[config.mk]
export PLATFORM = sky130hd
export DESIGN_NAME = aks_top
export DESIGN_NICKNAME = d
export VERILOG_FILES = /design/src/verilog/aks_pkg.sv /design/src/verilog/aks_top.sv /design/src/verilog/aks_key_pick.sv
export SDC_FILE = /design/constraint.sdc
export NUM_CORES = 1
export LEC_CHECK = 0
export ABC_AREA = 1
export BUFFER_PORTS_ARGS = -buffer_cell sky130_fd_sc_hd__buf_2
export CORE_ASPECT_RATIO = 0.6
export CORE_MARGIN = 3
export CORE_UTILIZATION = 51
export DETAILED_ROUTE_END_ITERATION = 8
export HOLD_SLACK_MARGIN = 0.1
export PLACE_DENSITY_LB_ADDON = 0.1
export SLEW_MARGIN = 20
export SYNTH_ARGS = -nofsm -noshare
export SYNTH_HDL_FRONTEND = slang
export SYNTH_SLANG_ARGS = --single-unit
[constraint.sdc]
create_clock -name i_clk -period 1.8 [get_ports i_clk]
set_input_delay 0 -clock i_clk [delete_from_list [all_inputs] [get_ports i_clk]]
set_output_delay 0 -clock i_clk [all_outputs]
set_load 0.005 [all_outputs]
[src/verilog/aks_pkg.sv]
// Shared constants, types and register map of the ACL key selector
package aks_pkg;

  //////////////////////////////////////////////////////////////////////////
  // Header field values
  localparam logic [15:0] TL_IPV6      = 16'h86dd;
  localparam logic [15:0] TL_IPV4      = 16'h0800;
  localparam logic [15:0] TL_ARP       = 16'h0806;
  localparam logic [15:0] TL_RARP      = 16'h8035;
  localparam logic [15:0] TL_OAM       = 16'h8902;
  localparam logic [15:0] TL_MIN_GENERIC_ETHERTYPE_FRAME = 16'h0600;
  localparam logic [15:0] TL_PTP       = 16'h88f7;
  localparam logic [3:0]  IPV6_VER     = 4'h6;
  localparam logic [3:0]  IPV4_VER     = 4'h4;
  localparam logic [7:0]  IPV6_MC_TOP  = 8'hff;
  localparam logic [3:0]  IPV4_MC_TOP  = 4'he;
  localparam logic [7:0]  PROTO_TCP    = 8'h06;
  localparam logic [7:0]  PROTO_UDP    = 8'h11;
  localparam logic [7:0]  SAP_SNAP     = 8'haa;
  localparam logic [7:0]  CTRL_SNAP    = 8'h03;
  localparam logic [15:0] PTP_EVT_PORT = 16'h013f;
  localparam logic [15:0] PTP_GEN_PORT = 16'h0140;

  //////////////////////////////////////////////////////////////////////////
  // Sizes
  localparam int unsigned NPORT_DEF = 8;
  localparam int unsigned NLOOKUP   = 2;
  localparam int unsigned PTP_BYTES = 8;
  localparam int unsigned PTP_W     = 8 * PTP_BYTES;
  localparam int unsigned PORT_W    = 8;
  localparam int unsigned ADDR_W    = 8;
  localparam int unsigned KEY_W     = 3;

  //////////////////////////////////////////////////////////////////////////
  // Register map and field positions
  localparam logic [7:0]  REG_STATUS    = 8'h00;
  localparam logic [7:0]  REG_PORT_BASE = 8'h40;
  localparam int unsigned ST_CNT_LSB    = 0;
  localparam int unsigned ST_TYPE_LSB   = 16;
  localparam int unsigned CFG_ENA_LSB   = 0;
  localparam int unsigned CFG_KEY0_LSB  = 4;
  localparam int unsigned CFG_KEY1_LSB  = 8;

  //////////////////////////////////////////////////////////////////////////
  // Types
  typedef enum logic [3:0] {
    FT_IP6_MC = 4'h0,
    FT_IP6_UC = 4'h1,
    FT_IP4_MC = 4'h2,
    FT_IP4_UC = 4'h3,
    FT_ARP    = 4'h4,
    FT_OAM    = 4'h5,
    FT_SNAP   = 4'h6,
    FT_LLC    = 4'h7,
    FT_GENERIC_ETHERTYPE_FRAME  = 4'h8
  } aks_ftype_e;

  typedef enum logic [1:0] {
    SUB_NONE  = 2'h0,
    SUB_TCP   = 2'h1,
    SUB_UDP   = 2'h2,
    SUB_OTHER = 2'h3
  } aks_sub_e;

  typedef enum logic [2:0] {
    KEY_MAC_ETHERTYPE_KEY   = 3'h0,
    KEY_ARP         = 3'h1,
    KEY_IP4_VLAN    = 3'h2,
    KEY_IP6_VLAN    = 3'h3,
    KEY_SEVEN_FIELD = 3'h4,
    KEY_IP4_PORT    = 3'h5,
    KEY_IP4_NONPORT = 3'h6,
    KEY_CUSTOM      = 3'h7
  } aks_key_e;

  typedef struct packed {
    logic                  valid;
    logic [PORT_W-1:0]     port;
    logic [15:0]           tl;
    logic [3:0]            ip_ver;
    logic [7:0]            ip6_dst_top;
    logic [7:0]            ip4_dst_top;
    logic [7:0]            l4_proto;
    logic [7:0]            dsap;
    logic [7:0]            ssap;
    logic [7:0]            ctrl;
    logic [15:0]           udp_dport;
    logic [PTP_W-1:0]      generic_ethertype_frame_pay;
    logic [PTP_W-1:0]      udp_pay;
    logic                  custom_ena;
    logic [1:0]            custom_pos;
  } aks_hdr_s;

  typedef struct packed {
    logic                  ena;
    aks_key_e              key;
    logic [1:0]            custom_pos;
  } aks_lk_s;

  typedef struct packed {
    logic                  valid;
    logic [PORT_W-1:0]     port;
    aks_ftype_e            ftype;
    aks_sub_e              sub;
    logic                  ptp;
    logic [PTP_W-1:0]      ptp_data;
    aks_lk_s [NLOOKUP-1:0] lk;
  } aks_res_s;

  typedef struct packed {
    logic     [NLOOKUP-1:0] ena;
    aks_key_e [NLOOKUP-1:0] key;
  } aks_cfg_s;

endpackage : aks_pkg

[src/verilog/aks_top.sv]
// Frame-type classifier and key selector for the second-stage ACL match
//
// Overview of operation
// - Every frame gets exactly one of nine types
// - IPv6 by type and version; FF00::/8 is multicast
// - IPv6 next header gives TCP, UDP or other
// - IPv4 by type and version; 224.0.0.0/4 multicast
// - IPv4 protocol gives TCP, UDP or other
// - Types 0x0806 and 0x8035 are address resolution
// - Type 0x8902 is an OAM frame
// - Length below 0x600 with AA, AA, 03 is SNAP
// - Length below 0x600 otherwise is LLC
// - Other types from 0x600 are generic frames
// - Generic frame with type 0x88F7 is PTP
// - UDP to port 319 or 320 is PTP
// - PTP carries eight payload bytes extracted
// - Key and match only for enabled port lookups
// - Key choice is per port per lookup
// - OAM, SNAP, LLC, generic use MAC key unless custom key requested
// - IPv6 and address resolution allow listed keys
// - IPv4 multicast allows five listed keys
// - IPv4 unicast allows four keys, no VLAN key
// - Upstream custom key request overrides port choice
`timescale 1ns/1ps
module aks_top #(
  parameter int unsigned NPORT = aks_pkg::NPORT_DEF
) (
  input  wire logic                        i_clk,
  input  wire logic                        i_rst_b,
  input  wire aks_pkg::aks_hdr_s           i_hdr,
  output aks_pkg::aks_res_s                o_res,
  input  wire logic [aks_pkg::ADDR_W-1:0]  i_avs_address,
  input  wire logic                        i_avs_read,
  input  wire logic                        i_avs_write,
  input  wire logic [31:0]                 i_avs_writedata,
  input  wire logic [3:0]                  i_avs_byteenable,
  output logic [31:0]                      o_avs_readdata,
  output logic                             o_avs_waitrequest
);

  ////////////////////////////////////////////////////////////////////////////
  // State

  typedef struct packed {
    aks_pkg::aks_cfg_s [NPORT-1:0] cfg;
    logic                          ack;
    logic [31:0]                   rdata;
    logic [15:0]                   count;
    aks_pkg::aks_ftype_e           last;
    aks_pkg::aks_res_s             res;
  } aks_state_s;

  aks_state_s s_q;
  aks_state_s s_d;

  ////////////////////////////////////////////////////////////////////////////
  // Frame classification

  aks_pkg::aks_ftype_e             ftype;
  aks_pkg::aks_sub_e               sub;
  logic                            ptp;
  logic [aks_pkg::PTP_W-1:0]       ptp_data;
  logic                            is_ip6;
  logic                            is_ip4;
  logic                            is_len;
  logic                            is_snap;

  always_comb begin
    is_ip6  = (i_hdr.tl == aks_pkg::TL_IPV6) &&
              (i_hdr.ip_ver == aks_pkg::IPV6_VER);
    is_ip4  = (i_hdr.tl == aks_pkg::TL_IPV4) &&
              (i_hdr.ip_ver == aks_pkg::IPV4_VER);
    is_len  = (i_hdr.tl < aks_pkg::TL_MIN_GENERIC_ETHERTYPE_FRAME);
    is_snap = (i_hdr.dsap == aks_pkg::SAP_SNAP) &&
              (i_hdr.ssap == aks_pkg::SAP_SNAP) &&
              (i_hdr.ctrl == aks_pkg::CTRL_SNAP);
    // One chain, first hit wins, so overlapping checks cannot both fire
    if (is_ip6) begin
      ftype = (i_hdr.ip6_dst_top == aks_pkg::IPV6_MC_TOP) ?
              aks_pkg::FT_IP6_MC : aks_pkg::FT_IP6_UC;
    end else if (is_ip4) begin
      ftype = (i_hdr.ip4_dst_top[7:4] == aks_pkg::IPV4_MC_TOP) ?
              aks_pkg::FT_IP4_MC : aks_pkg::FT_IP4_UC;
    end else if ((i_hdr.tl == aks_pkg::TL_ARP) ||
                 (i_hdr.tl == aks_pkg::TL_RARP)) begin
      ftype = aks_pkg::FT_ARP;
    end else if (i_hdr.tl == aks_pkg::TL_OAM) begin
      ftype = aks_pkg::FT_OAM;
    end else if (is_len && is_snap) begin
      ftype = aks_pkg::FT_SNAP;
    end else if (is_len) begin
      ftype = aks_pkg::FT_LLC;
    end else begin
      // Includes IP type values whose version field disagrees
      ftype = aks_pkg::FT_GENERIC_ETHERTYPE_FRAME;
    end
  end

  always_comb begin
    if (is_ip6 || is_ip4) begin
      if (i_hdr.l4_proto == aks_pkg::PROTO_TCP) begin
        sub = aks_pkg::SUB_TCP;
      end else if (i_hdr.l4_proto == aks_pkg::PROTO_UDP) begin
        sub = aks_pkg::SUB_UDP;
      end else begin
        sub = aks_pkg::SUB_OTHER;
      end
    end else begin
      sub = aks_pkg::SUB_NONE;
    end
  end

  always_comb begin
    ptp      = 1'b0;
    ptp_data = '0;
    if ((ftype == aks_pkg::FT_GENERIC_ETHERTYPE_FRAME) && (i_hdr.tl == aks_pkg::TL_PTP)) begin
      ptp      = 1'b1;
      ptp_data = i_hdr.generic_ethertype_frame_pay;
    end else if ((sub == aks_pkg::SUB_UDP) &&
                 ((i_hdr.udp_dport == aks_pkg::PTP_EVT_PORT) ||
                  (i_hdr.udp_dport == aks_pkg::PTP_GEN_PORT))) begin
      ptp      = 1'b1;
      ptp_data = i_hdr.udp_pay;
    end
  end

  ////////////////////////////////////////////////////////////////////////////
  // Per-lookup key selection

  logic                                     port_ok;
  aks_pkg::aks_cfg_s                        port_cfg;
  aks_pkg::aks_lk_s [aks_pkg::NLOOKUP-1:0]  lk;

  always_comb begin
    port_ok  = (int'(i_hdr.port) < NPORT);
    port_cfg = '0;
    // Unknown ingress port behaves as if every lookup were off
    if (port_ok) begin
      port_cfg = s_q.cfg[i_hdr.port];
    end
  end

  genvar g;
  generate
    for (g = 0; g < aks_pkg::NLOOKUP; g++) begin : g_lk
      aks_key_pick u_pick (
        .i_ftype      (ftype),
        .i_ena        (port_cfg.ena[g]),
        .i_sel        (port_cfg.key[g]),
        .i_custom_ena (i_hdr.custom_ena),
        .i_custom_pos (i_hdr.custom_pos),
        .o_lk         (lk[g])
      );
    end
  endgenerate

  ////////////////////////////////////////////////////////////////////////////
  // Register bus decode

  logic                           req;
  logic [aks_pkg::ADDR_W-1:0]     off;
  logic                           port_hit;
  logic [aks_pkg::ADDR_W-3:0]     widx;
  logic [31:0]                    rd_val;

  always_comb begin
    req      = i_avs_read | i_avs_write;
    off      = i_avs_address - aks_pkg::REG_PORT_BASE;
    widx     = off[aks_pkg::ADDR_W-1:2];
    port_hit = (i_avs_address >= aks_pkg::REG_PORT_BASE) &&
               (off[1:0] == 2'h0) && (int'(widx) < NPORT);
    rd_val   = 32'h0000_0000;
    if (i_avs_address == aks_pkg::REG_STATUS) begin
      rd_val[aks_pkg::ST_CNT_LSB +: 16]  = s_q.count;
      rd_val[aks_pkg::ST_TYPE_LSB +: 4]  = s_q.last;
    end else if (port_hit) begin
      rd_val[aks_pkg::CFG_ENA_LSB +: aks_pkg::NLOOKUP] = s_q.cfg[widx].ena;
      rd_val[aks_pkg::CFG_KEY0_LSB +: aks_pkg::KEY_W]  = s_q.cfg[widx].key[0];
      rd_val[aks_pkg::CFG_KEY1_LSB +: aks_pkg::KEY_W]  = s_q.cfg[widx].key[1];
    end
  end

  // One wait cycle per access keeps read data registered
  assign o_avs_waitrequest = req & ~s_q.ack;
  assign o_avs_readdata    = s_q.rdata;
  assign o_res             = s_q.res;

  ////////////////////////////////////////////////////////////////////////////
  // Next state

  always_comb begin
    s_d     = s_q;
    s_d.ack = req & ~s_q.ack;
    if (i_avs_read && !s_q.ack) begin
      s_d.rdata = rd_val;
    end
    // Write lands at the edge where waitrequest is seen low
    if (i_avs_write && s_q.ack && port_hit) begin
      if (i_avs_byteenable[0]) begin
        s_d.cfg[widx].ena = i_avs_writedata[aks_pkg::CFG_ENA_LSB +:
                                            aks_pkg::NLOOKUP];
        s_d.cfg[widx].key[0] = aks_pkg::aks_key_e'(
          i_avs_writedata[aks_pkg::CFG_KEY0_LSB +: aks_pkg::KEY_W]);
      end
      if (i_avs_byteenable[1]) begin
        s_d.cfg[widx].key[1] = aks_pkg::aks_key_e'(
          i_avs_writedata[aks_pkg::CFG_KEY1_LSB +: aks_pkg::KEY_W]);
      end
    end
    s_d.res.valid = i_hdr.valid;
    if (i_hdr.valid) begin
      s_d.count        = s_q.count + 16'h0001;
      s_d.last         = ftype;
      s_d.res.port     = i_hdr.port;
      s_d.res.ftype    = ftype;
      s_d.res.sub      = sub;
      s_d.res.ptp      = ptp;
      s_d.res.ptp_data = ptp_data;
      s_d.res.lk       = lk;
    end
  end

  always_ff @(posedge i_clk or negedge i_rst_b) begin
    if (!i_rst_b) begin
      s_q <= '0;
    end else begin
      s_q <= s_d;
    end
  end

  ////////////////////////////////////////////////////////////////////////////
  // Checks

  property p_ip6_type;
    @(posedge i_clk) disable iff (!i_rst_b)
    i_hdr.valid && (i_hdr.tl == aks_pkg::TL_IPV6) &&
    (i_hdr.ip_ver == aks_pkg::IPV6_VER) |=>
    o_res.valid && (o_res.ftype == (($past(i_hdr.ip6_dst_top) == 8'hff) ?
                    aks_pkg::FT_IP6_MC : aks_pkg::FT_IP6_UC));
  endproperty
  a_ip6_type: assert property (p_ip6_type)
    else $error("IPv6 frame typed wrongly");

  property p_ip4_sub;
    @(posedge i_clk) disable iff (!i_rst_b)
    i_hdr.valid && (i_hdr.tl == aks_pkg::TL_IPV4) &&
    (i_hdr.ip_ver == aks_pkg::IPV4_VER) && (i_hdr.l4_proto == 8'h11) |=>
    (o_res.sub == aks_pkg::SUB_UDP) &&
    ((o_res.ftype == aks_pkg::FT_IP4_MC) ||
     (o_res.ftype == aks_pkg::FT_IP4_UC));
  endproperty
  a_ip4_sub: assert property (p_ip4_sub)
    else $error("IPv4 UDP subtype lost");

  property p_arp;
    @(posedge i_clk) disable iff (!i_rst_b)
    i_hdr.valid && (i_hdr.tl == 16'h8035) |=>
    o_res.ftype == aks_pkg::FT_ARP;
  endproperty
  a_arp: assert property (p_arp)
    else $error("Reverse address resolution not typed");

  property p_oam;
    @(posedge i_clk) disable iff (!i_rst_b)
    i_hdr.valid && (i_hdr.tl == 16'h8902) |=>
    (o_res.ftype == aks_pkg::FT_OAM) && (o_res.sub == aks_pkg::SUB_NONE);
  endproperty
  a_oam: assert property (p_oam)
    else $error("OAM frame not typed");

  property p_len_split;
    @(posedge i_clk) disable iff (!i_rst_b)
    i_hdr.valid && (i_hdr.tl < 16'h0600) |=>
    (o_res.ftype == (($past(i_hdr.dsap) == 8'haa) &&
                     ($past(i_hdr.ssap) == 8'haa) &&
                     ($past(i_hdr.ctrl) == 8'h03) ?
                     aks_pkg::FT_SNAP : aks_pkg::FT_LLC));
  endproperty
  a_len_split: assert property (p_len_split)
    else $error("SNAP or LLC split wrong");

  property p_ptp_eth;
    @(posedge i_clk) disable iff (!i_rst_b)
    i_hdr.valid && (i_hdr.tl == 16'h88f7) |=>
    o_res.ptp && (o_res.ftype == aks_pkg::FT_GENERIC_ETHERTYPE_FRAME) &&
    (o_res.ptp_data == $past(i_hdr.generic_ethertype_frame_pay));
  endproperty
  a_ptp_eth: assert property (p_ptp_eth)
    else $error("PTP over Ethernet missed");

  property p_mac_only;
    @(posedge i_clk) disable iff (!i_rst_b)
    o_res.valid && (o_res.ftype >= aks_pkg::FT_OAM) |->
    (o_res.lk[0].key == aks_pkg::KEY_MAC_ETHERTYPE_KEY) ||
    (o_res.lk[0].key == aks_pkg::KEY_CUSTOM);
  endproperty
  a_mac_only: assert property (p_mac_only)
    else $error("Non-IP frame took a non-MAC key");

  property p_no_v4_vlan_uc;
    @(posedge i_clk) disable iff (!i_rst_b)
    o_res.valid && (o_res.ftype == aks_pkg::FT_IP4_UC) |->
    (o_res.lk[1].key != aks_pkg::KEY_IP4_VLAN) &&
    (o_res.lk[0].key != aks_pkg::KEY_IP4_VLAN);
  endproperty
  a_no_v4_vlan_uc: assert property (p_no_v4_vlan_uc)
    else $error("IPv4 unicast took the VLAN key");

  property p_off_lookup;
    @(posedge i_clk) disable iff (!i_rst_b)
    i_hdr.valid && port_ok && !port_cfg.ena[1] |=>
    !o_res.lk[1].ena && (o_res.lk[1].key == aks_pkg::KEY_MAC_ETHERTYPE_KEY);
  endproperty
  a_off_lookup: assert property (p_off_lookup)
    else $error("Disabled lookup produced a key");

  property p_custom;
    @(posedge i_clk) disable iff (!i_rst_b)
    i_hdr.valid && i_hdr.custom_ena && port_cfg.ena[0] |=>
    (o_res.lk[0].key == aks_pkg::KEY_CUSTOM) &&
    (o_res.lk[0].custom_pos == $past(i_hdr.custom_pos));
  endproperty
  a_custom: assert property (p_custom)
    else $error("Custom key request ignored");

  property p_ip6_sub;
    @(posedge i_clk) disable iff (!i_rst_b)
    i_hdr.valid && (i_hdr.tl == aks_pkg::TL_IPV6) &&
    (i_hdr.ip_ver == aks_pkg::IPV6_VER) && (i_hdr.l4_proto == 8'h06) |=>
    o_res.sub == aks_pkg::SUB_TCP;
  endproperty
  a_ip6_sub: assert property (p_ip6_sub)
    else $error("IPv6 TCP subtype lost");

  property p_ptp_udp;
    @(posedge i_clk) disable iff (!i_rst_b)
    i_hdr.valid && (i_hdr.l4_proto == 8'h11) &&
    (((i_hdr.tl == aks_pkg::TL_IPV4) && (i_hdr.ip_ver == 4'h4)) ||
     ((i_hdr.tl == aks_pkg::TL_IPV6) && (i_hdr.ip_ver == 4'h6))) &&
    ((i_hdr.udp_dport == 16'h013f) || (i_hdr.udp_dport == 16'h0140)) |=>
    o_res.ptp && (o_res.ptp_data == $past(i_hdr.udp_pay));
  endproperty
  a_ptp_udp: assert property (p_ptp_udp)
    else $error("PTP over UDP missed");

  property p_bus_answer;
    @(posedge i_clk) disable iff (!i_rst_b)
    $rose(o_avs_waitrequest) |=> !o_avs_waitrequest;
  endproperty
  a_bus_answer: assert property (p_bus_answer)
    else $error("Bus answer late");

endmodule : aks_top

[src/verilog/aks_key_pick.sv]
// Per-lookup key resolution from frame type and port choice
`timescale 1ns/1ps
module aks_key_pick (
  input  wire aks_pkg::aks_ftype_e i_ftype,
  input  wire logic                i_ena,
  input  wire aks_pkg::aks_key_e   i_sel,
  input  wire logic                i_custom_ena,
  input  wire logic [1:0]          i_custom_pos,
  output aks_pkg::aks_lk_s         o_lk
);

  logic allowed;

  always_comb begin
    allowed = 1'b0;
    case (i_ftype)
      aks_pkg::FT_IP6_MC: begin
        allowed = (i_sel == aks_pkg::KEY_IP6_VLAN) ||
                  (i_sel == aks_pkg::KEY_SEVEN_FIELD);
      end
      aks_pkg::FT_IP6_UC: begin
        allowed = (i_sel == aks_pkg::KEY_SEVEN_FIELD);
      end
      aks_pkg::FT_IP4_MC: begin
        allowed = (i_sel == aks_pkg::KEY_IP4_VLAN) ||
                  (i_sel == aks_pkg::KEY_SEVEN_FIELD) ||
                  (i_sel == aks_pkg::KEY_IP4_PORT) ||
                  (i_sel == aks_pkg::KEY_IP4_NONPORT);
      end
      aks_pkg::FT_IP4_UC: begin
        allowed = (i_sel == aks_pkg::KEY_SEVEN_FIELD) ||
                  (i_sel == aks_pkg::KEY_IP4_PORT) ||
                  (i_sel == aks_pkg::KEY_IP4_NONPORT);
      end
      aks_pkg::FT_ARP: begin
        allowed = (i_sel == aks_pkg::KEY_ARP);
      end
      // OAM, SNAP, LLC and generic frames know only the MAC key
      default: begin
        allowed = 1'b0;
      end
    endcase
  end

  always_comb begin
    o_lk            = '0;
    o_lk.ena        = i_ena;
    o_lk.key        = aks_pkg::KEY_MAC_ETHERTYPE_KEY;
    o_lk.custom_pos = 2'h0;
    if (!i_ena) begin
      o_lk.key = aks_pkg::KEY_MAC_ETHERTYPE_KEY;
    end else if (i_custom_ena) begin
      o_lk.key        = aks_pkg::KEY_CUSTOM;
      o_lk.custom_pos = i_custom_pos;
    end else if (allowed) begin
      o_lk.key = i_sel;
    end else begin
      o_lk.key = aks_pkg::KEY_MAC_ETHERTYPE_KEY;
    end
  end

endmodule : aks_key_pick

; After elaboration in Yosys (flattened, before gate mapping)
; Index checks and enable logic that the tools add are counted.
[op_classes]
addsub = 2
n_lt_le_gt_ge = 7
n_eq_ne = 35
n_mux = 52
n_bitwise = 3
n_reduce_logical = 32
[op_table]
columns = operator, n
row1 = $mux W64, 5
row2 = $bwmux W64, 3
row3 = $demux W8 S3, 3
row4 = $eq A16 B16 Y1 const B, 4
row5 = $bmux W8 S3, 2
row6 = $mux W3, 11
row7 = $eq A16 B12 Y1 const B, 2
row8 = $eq A16 B9 Y1 const B, 2
row9 = $mux W8, 4
row10 = $eq A8 B8 Y1 const B, 3
row11 = $mux W4, 6
row12 = $eq A3 B3 Y1 const B, 6
row13 = $add A16 B1 Y16 const B, 1
row14 = $lt A16 B11 Y1 const B, 1
row15 = $lt A8 B4 Y1 const B, 2
row16 = $mux W2, 8
row17 = $logic_or A1 B1 Y1, 15
row18 = $logic_and A1 B1 Y1, 13
row19 = $eq A3 B2 Y1 const B, 4
row20 = $eq A4 B3 Y1 const B, 3
row21 = $lt A6 B4 Y1 const B, 2
row22 = $pmux W1 S5, 2
row23 = $mux W9, 1
row24 = $eq A4 B2 Y1 const B, 2
row25 = 19 further kinds, 26
[word_totals]
ff_bits = 193
input_bits = 272
output_inout_bits = 125
elab_cells = 170

; Logic depth before layout (Yosys ltp)
[depth]
ltp_word = 14
ltp_mapped = 17
mapped_depth_nobuf = 15

; Modules after synthesis
; A second synthesis with hierarchy kept.
[unflattened]
hier_cells = 1567
hier_area_um2 = 11428.5
[modules_own_cells]
columns = module, n_inst, cells_each, area_each_um2
row1 = aks_top, 1, 1491, 11118.2
row2 = aks_key_pick, 2, 38, 155.1

; Least setup slack after synthesis
; Ideal clock, no wire load.
[synth_path]
path_type = register -> register
from = reg s_q[96] in the netlist's numbering
to = reg s_q[111] in the netlist's numbering
t_arrival_ps = 1520
slack_ps = 201
path_stages_with_launch = 8
synth_period_minus_slack_ps = 1599
cell_sequence = dfrtp_1 > nand3_1 > nor3b_1 > nand4_1 > nor2_1 > nand3_1 > nor4_1 > xor2_1
[synth_between]
elab_chain_len = 1
[synth_lines]
columns = item, line_no
row1 = start: declaration, aks_top.sv:53  ; aks_state_s s_q;
row2 = start signal: assignment, aks_top.sv:225  ; s_q <= '0;
row3 = start signal: assignment, aks_top.sv:227  ; s_q <= s_d;
row4 = $add A16 B1 Y16, aks_top.sv:212  ; s_d.count = s_q.count + 16'h0001;
; Every way passes these cells.
; A chain may end at the register's enable or synchronous reset.

; Worst setup path after layout
[layout_path]
from = in i_hdr[204] in the netlist's numbering
to = reg s_q, in the netlist o_res[62]
[layout_between]
elab_chain_len = 10
elab_cells_between_ends = 25
cone_classes = order compare (1) / eq/ne (8) / mux (9) / reduce/logical (7)
[layout_lines]
columns = item, line_no
row1 = start: declaration, aks_top.sv:30  ; input wire aks_pkg::aks_hdr_s i_hdr,
row2 = $lt A16 B11 Y1, aks_top.sv:73  ; is_len = (i_hdr.tl < aks_pkg::TL_MIN_GENERIC_ETHERTYPE_FRAME);
row3 = $mux W4 / $logic_and A1 B1 Y1 (equally long branches), "aks_top.sv:91, aks_top.sv:89"
row4 = $mux W4, aks_top.sv:89  ; end else if (is_len && is_snap) begin
row5 = $mux W4, aks_top.sv:87  ; end else if (i_hdr.tl == aks_pkg::TL_OAM) begin
row6 = $mux W4, aks_top.sv:84  ; end else if ((i_hdr.tl == aks_pkg::TL_ARP) ||
row7 = $mux W4, aks_top.sv:81  ; end else if (is_ip4) begin
row8 = $mux W4, aks_top.sv:78  ; if (is_ip6) begin
row9 = $eq A4 B4 Y1, aks_top.sv:116  ; if ((ftype == aks_pkg::FT_GENERIC_ETHERTYPE_FRAME) && (i_hdr.tl == aks_pkg::TL_PTP)) begin
row10 = $logic_and A1 B1 Y1, aks_top.sv:116
row11 = $mux W64 *, aks_top.sv:116
; Mark *: on every way between the ends. The rest lies on a longest branch, timed or not.

==> results_dict.tcl <==
set metrics [dict create \
    start_util 0.530 \
    hold_viol 0 \
    rsz0062_at_grt "true" \
    grt_pass1_wl_mm 58.5 \
    totalWireLength_mm 40.4 \
    max_freq_ghz 0.557 \
    via_count 12300 \
    seq_area_frac_synth 0.425 \
    clockBufferDepth 2 \
    numCtsBuffers 17 \
    clk-insertion-delay-late_ns 0.44 \
    drv_cap 0 \
    timing.final.crit_share 0.997 \
    drive_above_1_share 0.253 \
    crit_path_end_kind "register" \
    reg2reg_to "o_res[10]$_DFFE_PN0P_" \
    ys.flop_type "dfrtp_1" \
    root_buffer "clkbuf_16" \
    grt_pass1_vias 11400 \
    fin_worst_skew_ns 0.0108 \
    ir_worst_vdd_v 0.000745 \
    first_iter_violations 1155 \
    cp-start-kind "input pin" \
    grt_max_degree 65 \
    ys_async_sr_fraction 1.00 \
    crit_chain "buf_2, inv_2, nand2_1, nor2_1, nand2_1, nor2_2, a32o_2, nand4_1, clkbuf_16, o21ai_0, dlygate4sd3_1, nand2_1, nand2_1" \
    crit_path_top_delay_cell "dlygate4sd3_1" \
    synthCells 1598 \
    placed_cells 2109 \
    r2r_start "s_q[150]$_DFFE_PN0P_" \
    io_pins 397 \
    fin_area_mm2 0.0155 \
    fp.dieW_um 199 \
    relSlewSlack 0.415 \
    gp_congestion 0.927 \
    rows 41 \
    yosys_warnings 0 \
    cts.clk_slew.worst_paths_ns 0.07 \
    fin_nets 2304 \
    finalSetupViolCount 0 \
    cp.arrival_ns 2.17 \
    r2r_slack_ns 0.11 \
    hpwl_mm 26.0 \
    overflow 0 \
    area.growth.synth_to_final_pct 36.8 \
    cts_tree "yes" \
    vias_per_cell 5.28 \
    cp-startpoint "i_hdr[204]" \
    fin_tns_setup_ns 0 \
    cts_max_level 4 \
    core_area_mm2 0.0214 \
    dieArea_mm2 0.0242 \
    synth_edf_count 0 \
    dr.pass1.iters 6 \
    clkSinkCount 193 \
    power_leakage_nw 8.61 \
    syn_avg_cell_area_um2 7.11 \
    place_area_mm2 0.0128 \
    holdPathStages 6 \
    powerDensity_mw_per_mm2 648 \
    cp-endpoint "o_res[62]$_DFFE_PN0P_" \
    die_y_um 122 \
    design_power_total_mw 10.1 \
    critPathRequiredTime_ns 2.17 \
    postRouteAntennaNets 0 \
    synth_cell_types 38 \
    cp_common_cell "nand2_1" \
    hold_class "input pin to register" \
    outcome "finished clean" \
    grt_use_total 0.305 \
    worstMarginPinSlew_ns 0.877 \
    drc 0 \
    rr_worst_depth 14 \
    mappedNetlistArea_mm2 0.0114 \
    cp_max_fo 32 \
    post_drt_wl_per_cell_um 17.3 \
    ys_seq_elements 193 \
    antenna_found_initial 2 \
    max_stage_delay_ns 0.61 \
    layout_min_cycle_time_ns 1.79 \
    path_class "input pin to register" \
    final_max_slew_viol_count 0 \
    portBuffers 354 \
    fin_cells 2329 \
]
[registers in the layout, summed over array words and instances (netlist names)]
signal / cells
o_res: 92
o_avs_readdata: 20
s_q: 81
[cells in the final DEF (no fill, tap or decap), types with 5 or more instances in the layout]
cell type | netlist | final
conb_1 | 1 | 12
o31ai_1 | 8 | 8
inv_2 | 2 | 5
buf_4 | 124 | 52
nand3_2 | 0 | 15
inv_1 | 181 | 176
nand4_1 | 30 | 30
nor2_2 | 3 | 12
clkinv_1 | 5 | 5
xor2_1 | 12 | 12
o21ai_1 | 49 | 60
buf_12 | 0 | 10
dfrtp_1 | 193 | 192
nand3_1 | 67 | 52
buf_2 | 9 | 347
clkbuf_16 | 0 | 20
nand2_4 | 7 | 7
nor2_1 | 94 | 80
o21ai_0 | 130 | 116
diode_2 | 0 | 6
dlygate4sd3_1 | 0 | 159
nand2_1 | 545 | 541
a21oi_1 | 52 | 52
nor3_1 | 11 | 10
nor2_4 | 1 | 6
buf_6 | 0 | 6
[kinds of logic after synthesis]
group | count (synthesis) | synth area share
buffers and inverters | 366 | 0.163
and+or+nand+nor | 776 | 0.287
adders and majority gates | 1 | 0.00110
other | 1 | 0.000330
DFF | 193 | 0.425
AOI/OAI and AO/OA | 247 | 0.113
xor gates and xnor gates | 14 | 0.0108
[what timing repair did]
action / CTS / global route
endpoints found under the setup margin: 0 / 74
gates resized for setup: 0 / 88
endpoints found under the hold margin: 347 / 25
hold buffers: 160 / 25
setup buffers: 0 / 18
[synthesized netlist by cell type, types with 5 or more instances]
master	number	area (um^2)
o21ai_0	130	651
clkbuf_1	40	150
nand3_1	67	335
nand2_4	7	78.8
xor2_1	12	105
o31ai_1	8	60.1
inv_1	181	679
nor4_1	7	43.8
clkinv_1	5	18.8
a21oi_1	52	260
buf_4	124	931
nor3_1	11	55.1
o21ai_1	49	245
buf_1	5	18.8
nand4_1	30	188
nor2_1	94	353
buf_2	9	45.0
dfrtp_1	193	4830
nand2_1	545	2050
[area by class of cell]
type                    count  area [um^2]
multi-input cells        1050         4920
repair buffers            581         4110
flip-flops and latches    193         4830
well taps                 279          349
clock buffers              22          474
clock inverters            10          123
inverters                 188          713
diodes                      6         15.0
fillers                  1664         5900
[how the worst min path moves through the flow]
stage	from	end	slack (ns)
finish	i_avs_address[1]	s_q[152]$_DFFE_PN0P_	0.12
global route	i_avs_address[0]	s_q[151]$_DFFE_PN0P_	0.13
CTS	i_avs_address[0]	s_q[152]$_DFFE_PN0P_	0.11
detailed placement	i_rst_b	o_res[24]$_DFFE_PN0P_	-0.03
global placement	i_rst_b	o_res[24]$_DFFE_PN0P_	-0.03
floorplan	i_rst_b	o_avs_readdata[0]$_DFFE_PN0P_	-0.30
[layer usage]
layer  vias up  global-route usage  share of wire
met5         -                   0              0
met4         0               0.121          0.038
met3       145              0.0716          0.091
met2       699               0.490           0.46
met1      5675               0.404           0.41
li1       5772                   -              -
[critical path, delay by kind of cell]
| kind | cells | cell delay [ns] |
|---|---|---|
| compound gates | 2 | 0.35 |
| buf+inv | 4 | 1.05 |
| simple gates | 7 | 0.74 |
[metrics by stage]
stage | hold slack [ns] | util | setup WS, ns
after global placement | -0.0326 | 0.598 | 0.0997
after detailed placement | -0.0333 | 0.598 | 0.0666
after global routing | 0.132 | 0.724 | -0.118
after CTS | 0.109 | 0.701 | 0.00524
after floorplan | -0.296 | - | 0.201
final | 0.119 | 0.725 | 0.00601
[power breakdown]
part	leakage [nW]	internal, mW	switching [mW]
clock network	0.289	2.18	1.73
logic	5.68	0.735	0.870
registers	2.64	4.47	0.0961
No activity file was read; power rests on OpenSTA's default activity.
